## src/pkg/msc_pkg.sv

```systemverilog
// package: register map, field positions and reset values of the module-stop block
package msc_pkg;
   // ------------------------------------------------------------
   // register map (word index on the plain register port)
   // ------------------------------------------------------------
   localparam int ADDR_W = 2;
   localparam int DATA_W = 16;
   localparam logic [ADDR_W-1:0] ADDR_STOP_B = 2'h0;
   localparam logic [ADDR_W-1:0] ADDR_STOP_C = 2'h1;
   localparam logic [DATA_W-1:0] READ_UNMAPPED = 16'h0000;
   // ------------------------------------------------------------
   // register b fields
   // ------------------------------------------------------------
   localparam int BIT_PULSE_GEN = 15;
   localparam int BIT_SERIAL4 = 12;
   localparam int BIT_SERIAL2 = 10;
   localparam int BIT_SERIAL1 = 9;
   localparam int BIT_SERIAL0 = 8;
   localparam logic [DATA_W-1:0] B_RESET = 16'hFFFF;
   localparam logic [DATA_W-1:0] B_FIXED_ONES = 16'h68FF;
   // ------------------------------------------------------------
   // register c fields
   // ------------------------------------------------------------
   localparam int RAM_BANKS = 3;
   localparam logic [DATA_W-1:0] C_RESET = 16'hFF00;
   localparam logic [DATA_W-1:0] C_FIXED_ONES = 16'hFF00;
   localparam logic [DATA_W-1:0] C_RAM_MASK = 16'h0007;
   // ------------------------------------------------------------
   // access window to gated modules
   // ------------------------------------------------------------
   localparam int UNITS = 8;
   localparam int UNIT_PULSE_GEN = 0;
   localparam int UNIT_SERIAL4 = 1;
   localparam int UNIT_SERIAL2 = 2;
   localparam int UNIT_SERIAL1 = 3;
   localparam int UNIT_SERIAL0 = 4;
   localparam int UNIT_RAM0 = 5;
endpackage

```

## src/hdl/msc_module_stop_ctrl.sv

```systemverilog
// module: module-stop control registers b and c with per-unit stop requests
`timescale 1ns/10ps

module msc_module_stop_ctrl (
   input wire logic clk,
   input wire logic rst_n,
   input wire logic [msc_pkg::ADDR_W-1:0] regAddr,
   input wire logic [msc_pkg::DATA_W-1:0] regWrData,
   input wire logic regWrite,
   input wire logic regRead,
   output logic [msc_pkg::DATA_W-1:0] regRdData,
   input wire logic [msc_pkg::UNITS-1:0] unitAccessReq,
   output logic [msc_pkg::UNITS-1:0] unitAccessGrant,
   output logic pulseGenStop,
   output logic serial4Stop,
   output logic serial2Stop,
   output logic serial1Stop,
   output logic serial0Stop,
   output logic [msc_pkg::RAM_BANKS-1:0] ramBankStop
);
   // ------------------------------------------------------------
   // reset levels of the stop requests
   // ------------------------------------------------------------
   // taken from the register reset values so the two can never disagree
   localparam logic PULSE_GEN_RESET = msc_pkg::B_RESET[msc_pkg::BIT_PULSE_GEN];
   localparam logic SERIAL4_RESET = msc_pkg::B_RESET[msc_pkg::BIT_SERIAL4];
   localparam logic SERIAL2_RESET = msc_pkg::B_RESET[msc_pkg::BIT_SERIAL2];
   localparam logic SERIAL1_RESET = msc_pkg::B_RESET[msc_pkg::BIT_SERIAL1];
   localparam logic SERIAL0_RESET = msc_pkg::B_RESET[msc_pkg::BIT_SERIAL0];
   localparam logic [msc_pkg::RAM_BANKS-1:0] RAM_RESET =
      msc_pkg::C_RESET[msc_pkg::RAM_BANKS-1:0];

   // ------------------------------------------------------------
   // stored bits and decoded strobes
   // ------------------------------------------------------------
   logic [msc_pkg::DATA_W-1:0] stopB;
   logic [msc_pkg::DATA_W-1:0] stopC;
   logic [msc_pkg::DATA_W-1:0] next_stopB;
   logic [msc_pkg::DATA_W-1:0] next_stopC;
   logic [msc_pkg::DATA_W-1:0] wrViewB;
   logic [msc_pkg::DATA_W-1:0] wrViewC;
   logic [msc_pkg::DATA_W-1:0] rdViewB;
   logic [msc_pkg::DATA_W-1:0] rdViewC;
   logic [msc_pkg::DATA_W-1:0] next_rdData;
   logic next_pulseGenStop;
   logic next_serial4Stop;
   logic next_serial2Stop;
   logic next_serial1Stop;
   logic next_serial0Stop;
   logic [msc_pkg::RAM_BANKS-1:0] next_ramBankStop;
   logic [msc_pkg::UNITS-1:0] unitStopped;
   logic [msc_pkg::UNITS-1:0] next_grant;
   logic writeB;
   logic writeC;
   logic readB;
   logic readC;

   // ------------------------------------------------------------
   // address decoding
   // ------------------------------------------------------------
   // both sides decode the same word index, so one function per word keeps them in step
   function automatic logic hitsB(
      input logic [msc_pkg::ADDR_W-1:0] addr
   );
      logic hit;
      hit = 1'b0;
      if (addr == msc_pkg::ADDR_STOP_B) begin
         hit = 1'b1;
      end
      return hit;
   endfunction

   function automatic logic hitsC(
      input logic [msc_pkg::ADDR_W-1:0] addr
   );
      logic hit;
      hit = 1'b0;
      if (addr == msc_pkg::ADDR_STOP_C) begin
         hit = 1'b1;
      end
      return hit;
   endfunction

   // ------------------------------------------------------------
   // reserved-bit views
   // ------------------------------------------------------------
   // reserved bits of b are forced to 1, so a stray write of 0 cannot clear them
   function automatic logic [msc_pkg::DATA_W-1:0] viewB(
      input logic [msc_pkg::DATA_W-1:0] raw
   );
      logic [msc_pkg::DATA_W-1:0] view;
      view = raw | msc_pkg::B_FIXED_ONES;
      return view;
   endfunction

   // c keeps ones above and zeros in 7..3 whatever software writes
   function automatic logic [msc_pkg::DATA_W-1:0] viewC(
      input logic [msc_pkg::DATA_W-1:0] raw
   );
      logic [msc_pkg::DATA_W-1:0] view;
      view = (raw & msc_pkg::C_RAM_MASK) | msc_pkg::C_FIXED_ONES;
      return view;
   endfunction

   // ------------------------------------------------------------
   // strobes and views
   // ------------------------------------------------------------
   assign writeB = regWrite && hitsB(regAddr);
   assign writeC = regWrite && hitsC(regAddr);
   assign readB = regRead && hitsB(regAddr);
   assign readC = regRead && hitsC(regAddr);
   assign wrViewB = viewB(regWrData);
   assign wrViewC = viewC(regWrData);
   assign rdViewB = viewB(stopB);
   assign rdViewC = viewC(stopC);

   // ------------------------------------------------------------
   // register b
   // ------------------------------------------------------------
   always_comb begin
      next_stopB = stopB;
      if (writeB) begin
         next_stopB = wrViewB;
      end
   end

   // reset sets every bit: all peripherals start stopped
   always_ff @(posedge clk or negedge rst_n) begin
      if (!rst_n) begin
         stopB <= msc_pkg::B_RESET;
      end else begin
         stopB <= next_stopB;
      end
   end

   // ------------------------------------------------------------
   // register c
   // ------------------------------------------------------------
   always_comb begin
      next_stopC = stopC;
      if (writeC) begin
         next_stopC = wrViewC;
      end
   end

   // only the bank field really varies: the rest is rebuilt by the view
   always_ff @(posedge clk or negedge rst_n) begin
      if (!rst_n) begin
         stopC <= msc_pkg::C_RESET;
      end else begin
         stopC <= next_stopC;
      end
   end

   // ------------------------------------------------------------
   // read port
   // ------------------------------------------------------------
   // unmapped words read as zero rather than echoing an old value
   always_comb begin
      if (readB) begin
         next_rdData = rdViewB;
      end else if (readC) begin
         next_rdData = rdViewC;
      end else begin
         next_rdData = msc_pkg::READ_UNMAPPED;
      end
   end

   // data stand for one cycle only, then fall back to zero
   always_ff @(posedge clk or negedge rst_n) begin
      if (!rst_n) begin
         regRdData <= msc_pkg::READ_UNMAPPED;
      end else begin
         regRdData <= next_rdData;
      end
   end

   // ------------------------------------------------------------
   // stop requests
   // ------------------------------------------------------------
   // one flop per request gives the units a clean level; it costs one cycle
   always_comb begin
      next_pulseGenStop = stopB[msc_pkg::BIT_PULSE_GEN];
   end

   always_comb begin
      next_serial4Stop = stopB[msc_pkg::BIT_SERIAL4];
   end

   always_comb begin
      next_serial2Stop = stopB[msc_pkg::BIT_SERIAL2];
   end

   always_comb begin
      next_serial1Stop = stopB[msc_pkg::BIT_SERIAL1];
   end

   always_comb begin
      next_serial0Stop = stopB[msc_pkg::BIT_SERIAL0];
   end

   always_comb begin
      next_ramBankStop = stopC[msc_pkg::RAM_BANKS-1:0];
   end

   always_ff @(posedge clk or negedge rst_n) begin
      if (!rst_n) begin
         pulseGenStop <= PULSE_GEN_RESET;
      end else begin
         pulseGenStop <= next_pulseGenStop;
      end
   end

   always_ff @(posedge clk or negedge rst_n) begin
      if (!rst_n) begin
         serial4Stop <= SERIAL4_RESET;
      end else begin
         serial4Stop <= next_serial4Stop;
      end
   end

   always_ff @(posedge clk or negedge rst_n) begin
      if (!rst_n) begin
         serial2Stop <= SERIAL2_RESET;
      end else begin
         serial2Stop <= next_serial2Stop;
      end
   end

   always_ff @(posedge clk or negedge rst_n) begin
      if (!rst_n) begin
         serial1Stop <= SERIAL1_RESET;
      end else begin
         serial1Stop <= next_serial1Stop;
      end
   end

   always_ff @(posedge clk or negedge rst_n) begin
      if (!rst_n) begin
         serial0Stop <= SERIAL0_RESET;
      end else begin
         serial0Stop <= next_serial0Stop;
      end
   end

   // the bus master keeps a bank idle before stopping it; nothing here checks that
   always_ff @(posedge clk or negedge rst_n) begin
      if (!rst_n) begin
         ramBankStop <= RAM_RESET;
      end else begin
         ramBankStop <= next_ramBankStop;
      end
   end

   // ------------------------------------------------------------
   // unit map
   // ------------------------------------------------------------
   // grant bit order: pulse generator, serial 4, 2, 1, 0, then the banks
   assign unitStopped[msc_pkg::UNIT_PULSE_GEN] = pulseGenStop;
   assign unitStopped[msc_pkg::UNIT_SERIAL4] = serial4Stop;
   assign unitStopped[msc_pkg::UNIT_SERIAL2] = serial2Stop;
   assign unitStopped[msc_pkg::UNIT_SERIAL1] = serial1Stop;
   assign unitStopped[msc_pkg::UNIT_SERIAL0] = serial0Stop;

   genvar bank;
   generate
      for (bank = 0; bank < msc_pkg::RAM_BANKS; bank = bank + 1) begin : g_ramUnit
         assign unitStopped[msc_pkg::UNIT_RAM0 + bank] = ramBankStop[bank];
      end
   endgenerate

   // ------------------------------------------------------------
   // access gating
   // ------------------------------------------------------------
   // gating reads the registered stop level: a request in the cycle of the write still passes
   genvar unit;
   generate
      for (unit = 0; unit < msc_pkg::UNITS; unit = unit + 1) begin : g_gate
         assign next_grant[unit] = unitAccessReq[unit] && !unitStopped[unit];
      end
   endgenerate

   // a stopped unit is refused for as long as its request stays high
   always_ff @(posedge clk or negedge rst_n) begin
      if (!rst_n) begin
         unitAccessGrant <= '0;
      end else begin
         unitAccessGrant <= next_grant;
      end
   end
endmodule

```

## config.mk

```make
export PLATFORM = sky130hd
export DESIGN_NAME = msc_module_stop_ctrl
export DESIGN_NICKNAME = d
export VERILOG_FILES = /design/src/pkg/msc_pkg.sv /design/src/hdl/msc_module_stop_ctrl.sv
export SDC_FILE = /design/constraint.sdc
export NUM_CORES = 1
export LEC_CHECK = 0
export ABC_AREA = 1
export BUFFER_PORTS_ARGS = -buffer_cell sky130_fd_sc_hd__buf_2
export CORE_UTILIZATION = 44
export CTS_CLUSTER_DIAMETER = 30
export CTS_CLUSTER_SIZE = 8
export DETAILED_ROUTE_END_ITERATION = 10
export GPL_ROUTABILITY_DRIVEN = 0
export PLACE_DENSITY = 0.78
export SLEW_MARGIN = 15
export SYNTH_ARGS = -nofsm -noshare
export SYNTH_HDL_FRONTEND = slang
export SYNTH_SLANG_ARGS = --single-unit
```

## constraint.sdc

```tcl
create_clock -name clk -period 0.9 [get_ports clk]
set_input_delay 0 -clock clk [delete_from_list [all_inputs] [get_ports clk]]
set_output_delay 0 -clock clk [all_outputs]
set_load 0.02 [all_outputs]
```

==> parameters.txt <==
Parameter                              Value

Status
  Outcome    finished, violations left
  Failing checks    setup timing

Power
  Pwr Density    1816 nW/um^2
  Net switching share of the total power    28.10%
  Combinational share of power    22.0%
  Switching power summed over all nets    947.8 uW
  Sequential group share of total power    a little under three fifths
  Power after layout    between 3000 and 4000 uW
  Static leakage    a little over 0.001 uW
  Total internal power    2425 uW
  Worst-case vdd ir drop    1.623 mV
  Clock network fraction of design power    22.4%

Drt
  Number of design-rule violations left by the first detailed-router iteration    22
  DRC violations left    0
  Length of the first detailed-routing pass in iterations    4
  Post-detailed-route wirelength per cell    roughly 13 um
  Routed vias    just under 1000
  Vias per inst    between 4 and 5
  Routed Wire Length    about 2700 um
  Number of nets with antenna violations after routing    0

Worst setup path
  Critical Path Slowest Stage Cell    dfstp_2
  Worst r2r path cells    2
  CP Buf/Inv Count    1
  Chain of cells forming the critical path    buf_6
  Largest incremental delay on the critical path    0.55 ns
  Reg2Reg Setup Slack    around 0.11 ns
  WP data required    0.90 ns
  Top Family by Delay on Critical Path    flip-flops
  Data arrival, critical path    0.99 ns
  Startpoint of the most critical register-to-register path    stopB[8]
  RR Endpoint    regRdData[8]
  Crit path max fanout    2
  CP startpoint kind    flop
  Start-to-end type of the worst setup path    reg -> out
  Critical Path End Type    primary output

Synthesis
  Portion of the post-synthesis area used by sequential elements    70.05%
  Most common cell in the netlist    nand2_1
  Top cells by count, synth    27 x nand2_1, 24 x dfrtp_1, 11 x nand3_1
  Synthesized instance count    108
  Library cell with the largest summed area after synthesis    dfrtp_1
  Count of distinct cell types in the synthesized netlist    11
  Avg Synthesized Cell Area    ~11 sq um
  Top FF cell, synth    dfrtp_1
  Net count after synthesis    ~140
  Share of Yosys cell area claimed by the top area cell type    48.73%
  Most area-consuming cells after synthesis    dfrtp_1 49%, dfstp_2 21%, nand2_1 8.2%, nand3_1 4.5%, buf_4 4.3%
  Number of enable-type register cells in the synthesized netlist    0
  Post-synthesis async set-or-reset flop share    100.0%
  Post-Synthesis Cell Area    1232 sq um
  Count of yosys warnings during synthesis    0
  #FFs+latches synth    34

Placed design
  Placement Setup Slack    roughly 0.13 ns
  Post-detailed-placement half-perimeter wirelength    about 1600 um
  Cell area reported after detailed placement    between 1000 and 1500 sq um
  Number of buffers added on ports    53

STA
  Period Utilization, post-route    110.2%
  Peak clock frequency supported by timing    1008 MHz
  Clock Skew    0.006360 ns
  Final Hold Viols    0
  Final setup vio count    10
  Unrepaired setup endpoints after global routing    yes
  Pins Over Slew Limit    0
  Accumulated negative setup slack    -0.5512 ns
  Transition time at the pin with the least slew margin    0.4564 ns
  Crit path time final    0.9919 ns
  Max-Slew Margin vs Limit    69.58%
  Final worst slack    -0.09195 ns

Worst hold path
  Class of the tightest hold or removal check    in -> reg
  Origin of the worst min-delay path    regAddr[0]
  Worst Hold Depth    3
  End point of the most critical hold path    regRdData[2]

Floorplanning
  Effective utilization at floorplan    48.00%
  I/O pin count    62
  Placeable core area    2567 sq um
  Floorplan die area    around 3000 sq um
  Die H    54.93 um
  Standard-cell row count    18
  Die X    between 50 and 60 um

GRT
  Initial antenna violation count    0
  Via count of the first global-routing pass    968
  First-pass GRT wire length    4057 um
  Sum of overflow across all layers after global routing    0
  Aggregate global-route resource usage    roughly a fifth
  Maximum number of pins on one net before global-route repair    22

Clock network
  Later-pin clock latency in the skew report    0.32 ns
  H-tree levels    2
  Clk root buf    clkbuf_4
  Total clock sinks    34
  Total CTS buffers    5
  Clock tree from TritonCTS    built
  Clock transition at path regs    around 0.090 ns
  Max Root-Sink Buffers    2

Finish
  Antenna Diode Count    0
  Design area    about 1900 sq um
  Share of final-layout standard cells stronger than drive strength 1    40.76%
  Number of nets at the end of the flow    213
  Final cell utilization of the core    72.32%
  # fillers    181
  Area added between synthesis and finish    50.66%

Job
  Number of max-cap violations    0
==> layout by cell type (no fill, tap or decap) <==
cell type / n
buf_2: 34
buf_6: 18
clkbuf_1: 3
nor2_4: 1
inv_1: 10
buf_4: 5
nand2_1: 27
dfrtp_2: 1
dfstp_2: 10
nand4_1: 6
nand3_1: 11
dfrtp_1: 23
dlymetal6s4s_1: 1
clkbuf_4: 5
nand3_2: 1
dlygate4sd3_1: 20
nor2_1: 8
==> cell type report <==
| cell class | count | area (sq um) | share of cell area, % |
|---|---|---|---|
| Clock buffer | 8 | 48.80 | 2.628 |
| Inverter | 10 | 37.54 | 2.022 |
| Multi-Input combinational cell | 54 | 245.2 | 13.21 |
| Sequential cell | 34 | 864.6 | 46.56 |
| Tap cell | 30 | 37.54 | 2.022 |
| Timing Repair Buffer | 78 | 623.1 | 33.56 |
==> per-layer routing <==
metal / vias to the layer above / share of wire [%] / GRT usage [%]
met2: 48 / 56 / 34.94
met1: 451 / 36 / 21.33
met4: 0 / 2.0 / 14.58
met3: 7 / 5.4 / 4.918
li1: 480 / - / -
met5: - / 0 / 0
==> kinds of logic (layout without fill, tap and decap cells) <==
| group | Yosys count | in the layout | share of synthesized area [%] |
|---|---|---|---|
| and+or+nand+nor | 54 | 54 | 19.90 |
| buffers and inverters | 20 | 96 | 10.05 |
| DFF | 34 | 34 | 70.05 |
==> power groups by stage <==
stage / clock network, uW / logic, uW / registers [uW]
detailed placement: 0 / 553 / 1880
CTS: 785 / 677 / 1860
global placement: 0 / 538 / 1870
floorplan: 0 / 172 / 2040
finish: 754 / 741 / 1880
global route: 838 / 809 / 1900
==> state kept, by name, indices dropped and copies added, names as in the netlist <==
register,count
stopB,5
serial2Stop,1
regRdData,10
ramBankStop,3
serial1Stop,1
stopC,3
serial0Stop,1
unitAccessGrant,8
pulseGenStop,1
serial4Stop,1
==> through the flow <==
stage / hold slack [ns] / instances
floorplan: -0.2956 / 108
global placement: -0.04634 / 184
detailed placement: -0.02819 / 184
CTS: 0.009741 / 213
global route: 0.02851 / 214
finish: 0.02819 / 214
==> worst max-delay path by stage <==
| stage | startpoint | slack [ns] | endpoint | cells after the start |
|---|---|---|---|---|
| floorplan | pulseGenStop | 0.16 | unitAccessGrant[0] | 1 |
| detailed placement | stopB[8] | 0.13 | regRdData[8] | 2 |
| finish | serial2Stop | -0.09 | serial2Stop | 1 |
| CTS | serial4Stop | -0.11 | serial4Stop | 1 |
| global placement | stopB[9] | 0.17 | regRdData[9] | 2 |
| global route | serial4Stop | -0.14 | serial4Stop | 1 |
==> what timing repair did <==
item,4_1_cts,5_1_grt
pin swaps,0,0
resized for setup,21,18
endpoints found under the hold margin,54,0
hold buffers,21,0
setup endpoints to repair,10,22
setup buffers,0,1
(Power assumes the default switching activity.)
